<file path="src/shared/owp_pkg.sv">
// constants of the outbound window and power-management block
package owp_pkg;
  // --------------------------------------------------------------------
  // register byte offsets
  // --------------------------------------------------------------------
  localparam int unsigned ADDR_W = 8;
  localparam logic [7:0] A_REGION_SEL = 8'h00;
  localparam logic [7:0] A_CFG1       = 8'h04;
  localparam logic [7:0] A_CFG2       = 8'h08;
  localparam logic [7:0] A_BASE       = 8'h0C;
  localparam logic [7:0] A_LIMIT      = 8'h10;
  localparam logic [7:0] A_TGT_LO     = 8'h14;
  localparam logic [7:0] A_TGT_HI     = 8'h18;
  localparam logic [7:0] A_BUS_CFG    = 8'h1C;
  localparam logic [7:0] A_DMA_CFG    = 8'h20;
  localparam logic [7:0] A_PM_STAT    = 8'h24;
  localparam logic [7:0] A_PM_EVT     = 8'h28;
  localparam logic [7:0] A_PM_EVT_EN  = 8'h2C;
  localparam logic [7:0] A_IRQ_ID     = 8'h30;
  localparam logic [7:0] A_PM_CFG     = 8'h34;
  localparam logic [7:0] A_AUX        = 8'h38;
  localparam logic [7:0] A_SOFT_RST   = 8'h3C;
  // --------------------------------------------------------------------
  // field positions
  // --------------------------------------------------------------------
  localparam int unsigned F_TYPE = 0;
  localparam int unsigned F_TC   = 5;
  localparam int unsigned F_TD   = 8;
  localparam int unsigned F_ATTR = 9;
  localparam int unsigned F_MSG  = 0;
  localparam int unsigned F_ENA  = 31;
  localparam int unsigned F_SEL  = 0;
  localparam int unsigned F_EP   = 1;
  localparam int unsigned F_BE   = 2;
  localparam int unsigned F_BDIS = 0;
  localparam int unsigned F_WPOL = 1;
  localparam int unsigned F_WOE  = 2;
  localparam int unsigned F_WDIS = 3;
  // --------------------------------------------------------------------
  // encodings and reset values
  // --------------------------------------------------------------------
  localparam logic [1:0]  DMA_REGION_TOP = 2'h3;
  localparam logic [1:0]  AUX_FORCE      = 2'h3;
  localparam logic [1:0]  PS_D0          = 2'h0;
  localparam logic [1:0]  PS_D3          = 2'h3;
  localparam logic [3:0]  BE_ALL         = 4'hF;
  localparam logic [15:0] ADDR_LO_ZERO   = 16'h0000;
  localparam logic [31:0] ZERO32         = 32'h0000_0000;
endpackage

</file>
<file path="src/rtl/outbound_window_pm.sv">
// outbound address translation windows and endpoint power management
//
// Our own choices: the register addresses and the APB interface to the registers.
`timescale 1ns/1ps
`default_nettype none

module outbound_window_pm #(
  parameter int unsigned RST_CYC = 16
) (
  // clock and reset
  input  wire logic        CLK_IN,
  input  wire logic        RESETN_IN,
  // apb slave
  input  wire logic        PSEL_IN,
  input  wire logic        PENABLE_IN,
  input  wire logic        PWRITE_IN,
  input  wire logic [7:0]  PADDR_IN,
  input  wire logic [31:0] PWDATA_IN,
  output logic      [31:0] PRDATA_OUT,
  output logic             PREADY_OUT,
  output logic             PSLVERR_OUT,
  // system bus master requests
  input  wire logic        BUS_REQ_IN,
  input  wire logic        BUS_WR_IN,
  input  wire logic [31:0] BUS_ADDR_IN,
  output logic             BUS_ACK_OUT,
  output logic             BUS_MISS_OUT,
  output logic             BUS_RVALID_OUT,
  // frame dma engine requests
  input  wire logic        DMA_REQ_IN,
  input  wire logic        DMA_WR_IN,
  input  wire logic [31:0] DMA_ADDR_IN,
  output logic             DMA_ACK_OUT,
  output logic             DMA_MISS_OUT,
  output logic             DMA_RVALID_OUT,
  // shared read data back to the masters
  output logic      [31:0] RDATA_OUT,
  // outbound request header to the link
  output logic             TLP_VALID_OUT,
  output logic             TLP_WR_OUT,
  output logic             TLP_SRC_OUT,
  output logic      [63:0] TLP_ADDR_OUT,
  output logic             TLP_ADDR64_OUT,
  output logic      [1:0]  TLP_ATTR_OUT,
  output logic             TLP_TD_OUT,
  output logic      [2:0]  TLP_TC_OUT,
  output logic      [4:0]  TLP_TYPE_OUT,
  output logic             TLP_EP_OUT,
  output logic      [3:0]  TLP_BE_OUT,
  output logic      [7:0]  TLP_MSG_OUT,
  // completions from the link
  input  wire logic        CPL_VALID_IN,
  input  wire logic        CPL_SRC_IN,
  input  wire logic [31:0] CPL_DATA_IN,
  // power management
  input  wire logic [1:0]  POWER_STATE_FIELD_IN,
  input  wire logic        PME_EN_IN,
  input  wire logic [1:0]  OB_IRQ_IN,
  output logic             PME_OUT,
  output logic             IRQ_OUT,
  output logic             BEACON_OUT,
  output logic             WAKE_OUT,
  output logic             WAKE_OE_OUT,
  output logic             AUX_PWR_DET_OUT,
  output logic             CHIP_RST_OUT
);
  // --------------------------------------------------------------------
  // register state
  // --------------------------------------------------------------------
  logic        idx_q;
  logic [10:0] cfg1_q   [2];
  logic [7:0]  msg_q    [2];
  logic [1:0]  ena_q;
  logic [15:0] base_q   [2];
  logic [15:0] limit_q  [2];
  logic [15:0] tlo_q    [2];
  logic [31:0] thi_q    [2];
  logic        bsel_q;
  logic        bep_q;
  logic [3:0]  bbe_q;
  logic        dsel_q;
  logic        evt_q;
  logic        evt_en_q;
  logic [3:0]  pmcfg_q;
  logic [1:0]  aux_q;
  logic [1:0]  pm_prev_q;
  logic [1:0]  obi_prev_q;
  logic        wake_act_q;
  logic [15:0] rst_cnt_q;
  logic [31:0] rdata_d;
  logic        mapped;
  logic        acc;
  logic        wr;
  // --------------------------------------------------------------------
  // apb slave: one wait state, write at the pready edge
  // --------------------------------------------------------------------
  assign acc = PSEL_IN && PENABLE_IN && !PREADY_OUT;
  assign wr  = PSEL_IN && PENABLE_IN && PREADY_OUT && PWRITE_IN && !PSLVERR_OUT;

  always_comb begin
    mapped  = 1'b1;
    rdata_d = owp_pkg::ZERO32;
    case (PADDR_IN)
      owp_pkg::A_REGION_SEL: rdata_d[0] = idx_q;
      owp_pkg::A_CFG1:       rdata_d[10:0] = cfg1_q[idx_q];
      owp_pkg::A_CFG2:       rdata_d = {ena_q[idx_q], 23'h00_0000, msg_q[idx_q]};
      owp_pkg::A_BASE:       rdata_d[15:0] = base_q[idx_q];
      owp_pkg::A_LIMIT:      rdata_d[15:0] = limit_q[idx_q];
      owp_pkg::A_TGT_LO:     rdata_d[15:0] = tlo_q[idx_q];
      owp_pkg::A_TGT_HI:     rdata_d = thi_q[idx_q];
      owp_pkg::A_BUS_CFG:    rdata_d[5:0] = {bbe_q, bep_q, bsel_q};
      owp_pkg::A_DMA_CFG:    rdata_d[0] = dsel_q;
      owp_pkg::A_PM_STAT:    rdata_d[1:0] = pm_prev_q;
      owp_pkg::A_PM_EVT:     rdata_d[0] = evt_q;
      owp_pkg::A_PM_EVT_EN:  rdata_d[0] = evt_en_q;
      owp_pkg::A_IRQ_ID:     rdata_d[0] = IRQ_OUT;
      owp_pkg::A_PM_CFG:     rdata_d[3:0] = pmcfg_q;
      owp_pkg::A_AUX:        rdata_d[1:0] = aux_q;
      owp_pkg::A_SOFT_RST:   rdata_d[0] = CHIP_RST_OUT;
      default:               mapped = 1'b0;
    endcase
  end

  always_ff @(posedge CLK_IN or negedge RESETN_IN) begin
    if (!RESETN_IN) begin
      PREADY_OUT  <= 1'b0;
      PSLVERR_OUT <= 1'b0;
      PRDATA_OUT  <= owp_pkg::ZERO32;
    end else begin
      PREADY_OUT  <= acc;
      PSLVERR_OUT <= acc && !mapped;
      PRDATA_OUT  <= (acc && !PWRITE_IN) ? rdata_d : owp_pkg::ZERO32;
    end
  end

  // region fields are edited through the index, so software must select first
  always_ff @(posedge CLK_IN or negedge RESETN_IN) begin
    if (!RESETN_IN) begin
      idx_q   <= 1'b0;
      ena_q   <= 2'h0;
      bsel_q  <= 1'b0;
      bep_q   <= 1'b0;
      bbe_q   <= owp_pkg::BE_ALL;
      dsel_q  <= 1'b0;
      pmcfg_q <= 4'h0;
      aux_q   <= 2'h0;
      evt_en_q <= 1'b0;
      for (int i = 0; i < 2; i++) begin
        cfg1_q[i]  <= 11'h000;
        msg_q[i]   <= 8'h00;
        base_q[i]  <= 16'h0000;
        limit_q[i] <= 16'h0000;
        tlo_q[i]   <= 16'h0000;
        thi_q[i]   <= owp_pkg::ZERO32;
      end
    end else if (wr) begin
      case (PADDR_IN)
        owp_pkg::A_REGION_SEL: idx_q <= PWDATA_IN[0];
        owp_pkg::A_CFG1:       cfg1_q[idx_q] <= PWDATA_IN[10:0];
        owp_pkg::A_CFG2: begin
          msg_q[idx_q] <= PWDATA_IN[owp_pkg::F_MSG +: 8];
          ena_q[idx_q] <= PWDATA_IN[owp_pkg::F_ENA];
        end
        owp_pkg::A_BASE:       base_q[idx_q] <= PWDATA_IN[15:0];
        owp_pkg::A_LIMIT:      limit_q[idx_q] <= PWDATA_IN[15:0];
        owp_pkg::A_TGT_LO:     tlo_q[idx_q] <= PWDATA_IN[15:0];
        owp_pkg::A_TGT_HI:     thi_q[idx_q] <= PWDATA_IN;
        owp_pkg::A_BUS_CFG: begin
          bsel_q <= PWDATA_IN[owp_pkg::F_SEL];
          bep_q  <= PWDATA_IN[owp_pkg::F_EP];
          bbe_q  <= PWDATA_IN[owp_pkg::F_BE +: 4];
        end
        owp_pkg::A_DMA_CFG:    dsel_q <= PWDATA_IN[owp_pkg::F_SEL];
        owp_pkg::A_PM_EVT_EN:  evt_en_q <= PWDATA_IN[0];
        owp_pkg::A_PM_CFG:     pmcfg_q <= PWDATA_IN[3:0];
        owp_pkg::A_AUX:        aux_q <= PWDATA_IN[1:0];
        default: ;
      endcase
    end
  end
  // --------------------------------------------------------------------
  // outbound translation
  // --------------------------------------------------------------------
  logic        take_bus, take_dma, take, r, hit;
  logic [31:0] addr;
  logic [15:0] key;
  logic [63:0] xaddr;
  assign take_bus = BUS_REQ_IN && !BUS_ACK_OUT;
  assign take_dma = DMA_REQ_IN && !DMA_ACK_OUT && !take_bus;
  assign take     = take_bus || take_dma;
  assign addr     = take_bus ? BUS_ADDR_IN : DMA_ADDR_IN;
  assign r        = take_bus ? bsel_q : dsel_q;
  assign key      = {1'b0, r, addr[29:16]};
  assign hit      = (addr[31:30] == owp_pkg::DMA_REGION_TOP) && ena_q[r]
                    && key >= base_q[r] && key <= limit_q[r];
  assign xaddr    = {thi_q[r], tlo_q[r], owp_pkg::ADDR_LO_ZERO}
                    + {34'h0_0000_0000, addr[29:0]};

  always_ff @(posedge CLK_IN or negedge RESETN_IN) begin
    if (!RESETN_IN) begin
      BUS_ACK_OUT    <= 1'b0;
      DMA_ACK_OUT    <= 1'b0;
      BUS_MISS_OUT   <= 1'b0;
      DMA_MISS_OUT   <= 1'b0;
      TLP_VALID_OUT  <= 1'b0;
      TLP_WR_OUT     <= 1'b0;
      TLP_SRC_OUT    <= 1'b0;
      TLP_ADDR_OUT   <= 64'h0000_0000_0000_0000;
      TLP_ADDR64_OUT <= 1'b0;
      TLP_ATTR_OUT   <= 2'h0;
      TLP_TD_OUT     <= 1'b0;
      TLP_TC_OUT     <= 3'h0;
      TLP_TYPE_OUT   <= 5'h00;
      TLP_EP_OUT     <= 1'b0;
      TLP_BE_OUT     <= 4'h0;
      TLP_MSG_OUT    <= 8'h00;
    end else begin
      BUS_ACK_OUT   <= take_bus;
      DMA_ACK_OUT   <= take_dma;
      BUS_MISS_OUT  <= take_bus && !hit;
      DMA_MISS_OUT  <= take_dma && !hit;
      TLP_VALID_OUT <= take && hit;
      if (take && hit) begin
        TLP_WR_OUT     <= take_bus ? BUS_WR_IN : DMA_WR_IN;
        TLP_SRC_OUT    <= take_dma;
        TLP_ADDR_OUT   <= xaddr;
        TLP_ADDR64_OUT <= thi_q[r] != owp_pkg::ZERO32;
        TLP_ATTR_OUT   <= cfg1_q[r][owp_pkg::F_ATTR +: 2];
        TLP_TD_OUT     <= cfg1_q[r][owp_pkg::F_TD];
        TLP_TC_OUT     <= cfg1_q[r][owp_pkg::F_TC +: 3];
        TLP_TYPE_OUT   <= cfg1_q[r][owp_pkg::F_TYPE +: 5];
        TLP_MSG_OUT    <= msg_q[r];
        TLP_EP_OUT     <= take_bus && bep_q;
        TLP_BE_OUT     <= take_bus ? bbe_q : owp_pkg::BE_ALL;
      end
    end
  end

  // completions routed by the tag the link hands back
  always_ff @(posedge CLK_IN or negedge RESETN_IN) begin
    if (!RESETN_IN) begin
      BUS_RVALID_OUT <= 1'b0;
      DMA_RVALID_OUT <= 1'b0;
      RDATA_OUT      <= owp_pkg::ZERO32;
    end else begin
      BUS_RVALID_OUT <= CPL_VALID_IN && !CPL_SRC_IN;
      DMA_RVALID_OUT <= CPL_VALID_IN && CPL_SRC_IN;
      if (CPL_VALID_IN) begin
        RDATA_OUT <= CPL_DATA_IN;
      end
    end
  end
  // --------------------------------------------------------------------
  // power management
  // --------------------------------------------------------------------
  logic pm_chg, obi_chg, pme_ok, pme_trig, evt_clr;
  assign pm_chg   = POWER_STATE_FIELD_IN != pm_prev_q;
  assign obi_chg  = OB_IRQ_IN != obi_prev_q;
  assign pme_ok   = PME_EN_IN && POWER_STATE_FIELD_IN != owp_pkg::PS_D0;
  assign pme_trig = pme_ok && ((take && hit)
                    || (obi_chg && !pmcfg_q[owp_pkg::F_WDIS]));
  assign evt_clr  = wr && PADDR_IN == owp_pkg::A_PM_EVT && PWDATA_IN[0];

  always_ff @(posedge CLK_IN or negedge RESETN_IN) begin
    if (!RESETN_IN) begin
      pm_prev_q  <= owp_pkg::PS_D0;
      obi_prev_q <= 2'h0;
      evt_q      <= 1'b0;
      IRQ_OUT    <= 1'b0;
      PME_OUT    <= 1'b0;
    end else begin
      pm_prev_q  <= POWER_STATE_FIELD_IN;
      obi_prev_q <= OB_IRQ_IN;
      // a change in the clearing cycle still lands
      evt_q      <= pm_chg || (evt_q && !evt_clr);
      IRQ_OUT    <= evt_q && evt_en_q;
      PME_OUT    <= pme_trig;
    end
  end

  // wake holds until the link leaves D3
  always_ff @(posedge CLK_IN or negedge RESETN_IN) begin
    if (!RESETN_IN) begin
      wake_act_q      <= 1'b0;
      BEACON_OUT      <= 1'b0;
      WAKE_OUT        <= 1'b0;
      WAKE_OE_OUT     <= 1'b0;
      AUX_PWR_DET_OUT <= 1'b0;
    end else begin
      wake_act_q <= (pme_trig && POWER_STATE_FIELD_IN == owp_pkg::PS_D3 && pmcfg_q[owp_pkg::F_BDIS])
                    || (wake_act_q && POWER_STATE_FIELD_IN == owp_pkg::PS_D3);
      BEACON_OUT <= POWER_STATE_FIELD_IN == owp_pkg::PS_D3 && !pmcfg_q[owp_pkg::F_BDIS];
      WAKE_OUT   <= wake_act_q ~^ pmcfg_q[owp_pkg::F_WPOL];
      WAKE_OE_OUT <= pmcfg_q[owp_pkg::F_BDIS]
                     && (!pmcfg_q[owp_pkg::F_WOE] || wake_act_q);
      AUX_PWR_DET_OUT <= aux_q == owp_pkg::AUX_FORCE;
    end
  end

  // chip reset pulse; no link reset input exists here, so link resets
  // cannot disturb this state
  always_ff @(posedge CLK_IN or negedge RESETN_IN) begin
    if (!RESETN_IN) begin
      rst_cnt_q    <= 16'h0000;
      CHIP_RST_OUT <= 1'b0;
    end else begin
      if (wr && PADDR_IN == owp_pkg::A_SOFT_RST && PWDATA_IN[0]) begin
        rst_cnt_q <= RST_CYC[15:0];
      end else if (rst_cnt_q != 16'h0000) begin
        rst_cnt_q <= rst_cnt_q - 16'h0001;
      end
      CHIP_RST_OUT <= rst_cnt_q != 16'h0000;
    end
  end
  // --------------------------------------------------------------------
  // assertions
  // --------------------------------------------------------------------
  AST_MISS_NO_REQ: assert property (@(posedge CLK_IN) disable iff (!RESETN_IN)
    (take_bus && !hit) |=> (BUS_MISS_OUT && !TLP_VALID_OUT))
    else $error("unmatched bus access issued a request");
  AST_ADDR64: assert property (@(posedge CLK_IN) disable iff (!RESETN_IN)
    TLP_VALID_OUT |-> (TLP_ADDR64_OUT == (TLP_ADDR_OUT[63:32] != 32'h0000_0000)))
    else $error("address width flag disagrees with upper address");
  AST_DMA_RANGE: assert property (@(posedge CLK_IN) disable iff (!RESETN_IN)
    (take_dma && DMA_ADDR_IN[31:30] != 2'h3) |=> !TLP_VALID_OUT && DMA_MISS_OUT)
    else $error("dma access below window translated");
  AST_XLATE: assert property (@(posedge CLK_IN) disable iff (!RESETN_IN)
    (take && hit) |=> TLP_ADDR_OUT[15:0] == $past(addr[15:0]))
    else $error("low address bits altered by translation");
  AST_PM_EVT: assert property (@(posedge CLK_IN) disable iff (!RESETN_IN)
    pm_chg |=> evt_q ##1 (IRQ_OUT == evt_en_q || $past(evt_en_q) != evt_en_q))
    else $error("state change lost or interrupt wrong");
  AST_PME_COND: assert property (@(posedge CLK_IN) disable iff (!RESETN_IN)
    PME_OUT |-> $past(PME_EN_IN) && $past(POWER_STATE_FIELD_IN) != 2'h0)
    else $error("power event outside allowed state");
  AST_BEACON: assert property (@(posedge CLK_IN) disable iff (!RESETN_IN)
    (POWER_STATE_FIELD_IN == 2'h3 && !pmcfg_q[0]) |=> BEACON_OUT)
    else $error("beacon missing in D3");
  AST_AUX: assert property (@(posedge CLK_IN) disable iff (!RESETN_IN)
    (wr && PADDR_IN == 8'h38 && PWDATA_IN[1:0] == 2'h3) |=> ##1 AUX_PWR_DET_OUT)
    else $error("aux detect not forced");
  AST_SOFT_RST: assert property (@(posedge CLK_IN) disable iff (!RESETN_IN)
    (wr && PADDR_IN == 8'h3C && PWDATA_IN[0]) |=> ##1 CHIP_RST_OUT[*3])
    else $error("chip reset pulse missing");
  AST_CPL_ROUTE: assert property (@(posedge CLK_IN) disable iff (!RESETN_IN)
    (CPL_VALID_IN && !CPL_SRC_IN) |=> BUS_RVALID_OUT && !DMA_RVALID_OUT)
    else $error("completion sent to wrong master");
endmodule
`default_nettype wire

</file>
<file path="config.mk">
export PLATFORM = sky130hd
export DESIGN_NAME = outbound_window_pm
export DESIGN_NICKNAME = d
export VERILOG_FILES = /design/src/shared/owp_pkg.sv /design/src/rtl/outbound_window_pm.sv
export SDC_FILE = /design/constraint.sdc
export NUM_CORES = 1
export LEC_CHECK = 0
export BUFFER_PORTS_ARGS = -buffer_cell sky130_fd_sc_hd__buf_2
export CAP_MARGIN = 30
export CORE_MARGIN = 5
export CORE_UTILIZATION = 50
export CTS_BUF_LIST = sky130_fd_sc_hd__clkbuf_4
export CTS_CLUSTER_DIAMETER = 120
export CTS_CLUSTER_SIZE = 20
export DETAILED_ROUTE_END_ITERATION = 16
export PLACE_DENSITY = 0.72
export SYNTH_ARGS = -nofsm -noshare
export SYNTH_HDL_FRONTEND = slang
export SYNTH_SLANG_ARGS = --single-unit
export TNS_END_PERCENT = 1
</file>
<file path="constraint.sdc">
create_clock -name CLK_IN -period 5.3 [get_ports CLK_IN]
set_input_delay 1.06 -clock CLK_IN [delete_from_list [all_inputs] [get_ports CLK_IN]]
set_output_delay 1.06 -clock CLK_IN [all_outputs]
set_load 0.03 [all_outputs]
</file>
# Word level (Yosys, flattened, before mapping)
# Index checks and enable logic that the tools add are counted.
[totals]
register_bits = 408
latchBits = 0
ramBits = 0
rom_bits = 0
input_bits = 152
elab_cells = 231
memories = 0
[op_classes]
n_addsub = 2
mul = 0
div = 0
magnitude_cmp = 8
eq_ne = 20
shift = 0
muxes = 72
bitwise_logic = 3
reduce_logical = 71
[ops]
columns = ["cell", "n"]
rows = [
  ["16-bit two-way mux", 21],
  ["32-bit two-way mux", 9],
  ["32-bit bitwise mux", 3],
  ["11-bit two-way mux", 7],
  ["64-bit by 30-bit adder with 64-bit output", 1],
  ["64-bit bitwise mux", 1],
  ["8-bit by 6-bit equality test with 1-bit output (second input constant)", 8],
  ["8-bit two-way mux", 7],
  ["1-bit logical AND", 35],
  ["32-bit demux with 1-bit select", 1],
  ["8-bit by 5-bit equality test with 1-bit output (second input constant)", 4],
  ["16-bit case mux with 2 select lines", 1],
  ["32-bit nonzero test", 1],
  ["5-bit case mux with 6 select lines", 1],
  ["2-bit AND reduction", 12],
  ["22-bit bitwise mux", 1],
  ["5-bit case mux with 4 select lines", 1],
  ["16-bit bitwise mux", 1],
  ["16-bit demux with 1-bit select", 1],
  ["8-bit by 4-bit equality test with 1-bit output (second input constant)", 2],
  ["15-bit by 16-bit >= comparator with 1-bit output", 1],
  ["15-bit by 16-bit less-or-equal comparator with 1-bit output", 1],
  ["1-bit case mux with 16 select lines", 1],
  ["2-bit case mux with 8 select lines", 1],
  ["24 further kinds", 54],
]

# Depth between registers and ports, before layout
[depth]
word_depth = 16
mapped_depth = 21
mapped_depth_nobuf = 14

# Worst setup path before layout
# OpenSTA, ideal clock, no wires.
[synth_path]
path_kind = "input-to-reg"
from = "input port BUS_REQ_IN"
to = "register TLP_ADDR_OUT[62]"
arrival_ns = 4.717
required_ns = 5.175
path_slack_ns = 0.458
cell_stages = 21
n_path_buf = 7
cell_sequence = "nand2b_4 buf_6 a21oi_4 inv_4 buf_6 buf_2 buf_2 buf_2 buf_2 nand2_1 nand2_1 ha_1 fa_1 a21o_1 a221oi_2 o221ai_2 and3_1 clkbuf_1 o2111ai_1 xor2_1 mux2_2"
[synth_between]
elab_chain_len = 10
[synth_lines]
columns = ["element", "line", "source"]
rows = [
  ["from (decl)", "outbound_window_pm.sv:23", "input wire logic BUS_REQ_IN,"],
  ["1-bit logical AND *", "outbound_window_pm.sv:188", "assign take_bus = BUS_REQ_IN && !BUS_ACK_OUT;"],
  ["branches (longest 9 deep; another with 64-bit by 30-bit adder with 64-bit output)", "-", ""],
  ["to (signal assigned)", "outbound_window_pm.sv:226", "TLP_ADDR_OUT <= xaddr;"],
  ["to (decl)", "outbound_window_pm.sv:42", "output logic [63:0] TLP_ADDR_OUT,"],
]
# Mark *: on every way between the ends. The select of a mux whose other input is x is not followed.
# A chain may end at the register's enable or synchronous reset.

# Worst setup path in the final report
[layout_path]
from = "register BUS_ACK_OUT"
to = "register TLP_ADDR_OUT[56]"
[layout_between]
elab_chain_len = 11
[layout_lines]
columns = ["element", "line", "source"]
rows = [
  ["from (decl)", "outbound_window_pm.sv:26", "output logic BUS_ACK_OUT,"],
  ["from (signal assigned)", "outbound_window_pm.sv:218", "BUS_ACK_OUT <= take_bus;"],
  ["1-bit logical NOT *", "outbound_window_pm.sv:188", ""],
  ["1-bit logical AND *", "outbound_window_pm.sv:188", ""],
  ["branches (longest 9 deep; another with 64-bit by 30-bit adder with 64-bit output)", "-", ""],
]
# Marked as above.

==> metrics.cfg <==
[cells_and_area]
drive_gt1_frac = 0.315
design_area_um2 = 23100
area_growth_pct = 11.5
multi_input_area_um2 = 9990
finish.utilization = 0.565
seqCellArea_um2 = 10200
fin_nets = 2346
fill_cells = 3625

[routing]
ant_nets = 0
wl_met3_mm = 4.32
drtIter0Drc = 1508
wl_met2_mm = 30.3
dr.pass1.iters = 5
wl_per_cell_um = 23.4
vias = 16100
drc_errors = 0
top_layer_used = met5
post_drt_via_cell_ratio = 5.97
wirelength_mm = 63.1
m1WireLength_mm = 26.5

[clock_tree]
postCtsHoldBufs = 0
post-cts-setup-buffers = 0
clk-insertion-delay-late_ns = 0.84
cts-root-buf = clkbuf_4
numCtsBuffers = 24
htree_num_levels = 1
cts_tree = done
clkTransAtPathRegs_ns = 0.21
post_cts_resized = 0
ctsLongestPathBuffers = 3
cts.sinks = 408

[sta]
slew_viol_final = 0
tightest_slew_ns = 0.971
rsz0062_at_grt = no
skew_ns = 0.0420
relSlewSlack = 0.349
fmax_ghz = 0.228
fin_crit_ns = 4.39
finalHoldViolations = 0
setup_viol = 0
period_share = 0.828
setup_tns_ns = 0

[synthesis]
synthFlopType = dfrtp_1
synth_largest_area_cell = dfrtp_1
synth_fp_nets = 2079
synth_seq_cells = 408
synth_area_um2 = 20800
synth_cell_types = 89
yosysMostFrequentCell = dfrtp_1
synth.top_cell.area_share = 0.487
netlist_top_cells_count = dfrtp_1, nand2_1, mux2_2
avgSynthCellArea_um2 = 11.0
async_flop_share = 1.00
synth.area.top_cells = dfrtp_1, mux2_2, mux2i_1, nand2_1, ha_1
ys_seq_area_frac = 0.492
synth_edf_count = 0
yosysWarningCount = 0
netlist_instances = 1881

[flow_run]
maxCapViolCount = 0

[critical_path]
crit_path_start_kind = flop
max_stage_delay_ns = 0.57
ff2ff_path_depth = 13
crit_arrival_ns = 5.14
critical_path.max_fanout = 20
critical_path_class = flop to flop
cp-end-kind = flop
path_cells = nand2b_4 -> a21oi_4 -> inv_4 -> buf_4 -> mux2i_1 -> ha_1 -> a21o_1 -> a21oi_1 -> a31oi_1 -> o31ai_1 -> nand4_1 -> inv_1 -> mux2_2
crit_slowest_cell = inv_1
critPathRequiredTime_ns = 6.05

[global_route]
grt_max_degree = 110
grt_pass1_vias = 16100
gr-usage-all-layers = 0.268
grt_overflow_total = 0
antenna_found_initial = 6
grt_pass1_wl_mm = 95.6

[floorplan]
fp.dieW_um = 214
initial_core_util = 0.507
ioPinCount = 323
core_um2 = 40900
die_h_um = 214
dieArea_um2 = 45700
rows = 74

[pwr]
vdd_ir_drop_max_v = 0.000140
p_per_area_nw_per_um2 = 214
leakage_nw = 11.6
finalPower_mw = 4.96

[outcome]
status = finished clean

[placement]
gp_congestion = 0.950
dpl_cell_area_um2 = 22800
place_hpwl_mm = 46.7
numPortBuffers = 322

[worst_hold_path]
hold_path_class = input pin to asynchronous set/reset pin

## cell type report
type                            count  area share
Timing Repair Buffer              352      0.0825
Multi-Input combinational cell   1346       0.432
Clock buffer                       35      0.0114
Sequential cell                   408       0.442
Clock inverter                      1    0.000703
Tap cell                          532      0.0288
Inverter                           16     0.00270
Antenna cell                        6    0.000649
## power by group
group | switching (mW) | total [mW] | internal [mW]
registers | 0.0382 | 3.21 | 3.17
clock network | 0.970 | 1.27 | 0.302
logic | 0.312 | 0.482 | 0.170
## flip-flops by register name (all words and copies together), names as in the netlist, 5 cells and up
signal / flops
cfg1_q: 22
limit_q: 32
TLP_ADDR_OUT: 64
msg_q: 16
TLP_TYPE_OUT: 5
TLP_MSG_OUT: 8
rst_cnt_q: 16
thi_q: 64
tlo_q: 32
base_q: 32
PRDATA_OUT: 32
RDATA_OUT: 32
## worst paths after layout
| path | startpoint | endpoint | slack (ns) |
|---|---|---|---|
| worst min register to register | wake_act_q$_DFF_PN0_ | WAKE_OUT$_DFF_PN0_ | 0.48 |
| max in group asynchronous | RESETN_IN | TLP_VALID_OUT$_DFF_PN0_ | 3.90 |
| min in group CLK_IN | CPL_SRC_IN | BUS_RVALID_OUT$_DFF_PN0_ | 0.35 |
| worst max-delay path | BUS_ACK_OUT$_DFF_PN0_ | TLP_ADDR_OUT[56]$_DFFE_PN0N_ | 0.91 |
| worst max register to register | BUS_ACK_OUT$_DFF_PN0_ | TLP_ADDR_OUT[56]$_DFFE_PN0N_ | 0.91 |
| worst min-delay path | RESETN_IN | TLP_ADDR_OUT[16]$_DFFE_PN0N_ | 0.27 |
## placed cells by master (no fill, tap or decap), drive strengths merged, types with 11 or more instances in the layout
cell type	Yosys	final
dfrtp	404	404
buf	64	352
mux2	262	262
nand2	261	261
mux2i	141	141
o21ai	99	99
nor2	83	83
a21oi	51	51
nand3	49	49
ha	45	45
clkbuf	47	35
xnor2	31	31
a22oi	24	24
nand4	24	24
xor2	20	20
nor4	20	20
nor3	19	19
and3	19	19
a221oi	17	17
inv	16	16
o22ai	15	15
and2	15	15
a31oi	12	12
a211oi	11	11
## routing by layer
metal,vias to the layer above,track usage
met2,587,0.431
met1,8069,0.378
met3,104,0.0401
met4,4,0.0890
li1,7344,-
met5,-,0
## critical path: cells and delay by family (launching register included)
family | cells | cell delay (ns)
and+or+nand+nor | 2 | 0.79
DFF | 1 | 0.52
buffers and inverters | 3 | 1.20
AOI/OAI and AO/OA | 5 | 0.79
adders and majority gates | 1 | 0.30
muxes | 2 | 0.68
## per-stage QoR
stage / setup WS [ns] / std cells / hold slack [ns]
final: 0.913 / 2696 / 0.266
after global routing: 0.775 / 2694 / 0.291
after CTS: 1.00 / 2690 / 0.274
after detailed placement: 0.404 / 2654 / 0.457
after global placement: 0.473 / 2654 / 0.451
after floorplan: 0.458 / 1881 / 0.437
## logic make-up after synthesis
group | share of synthesized area
adder cells (fa/ha/maj) | 0.0281
buffers and inverters | 0.0269
multiplexers | 0.210
XOR/XNOR | 0.0215
AND/OR/NAND/NOR | 0.119
flip-flops | 0.492
AO/OA/AOI/OAI | 0.103
Note: power is estimated with default switching activity, not from simulation.
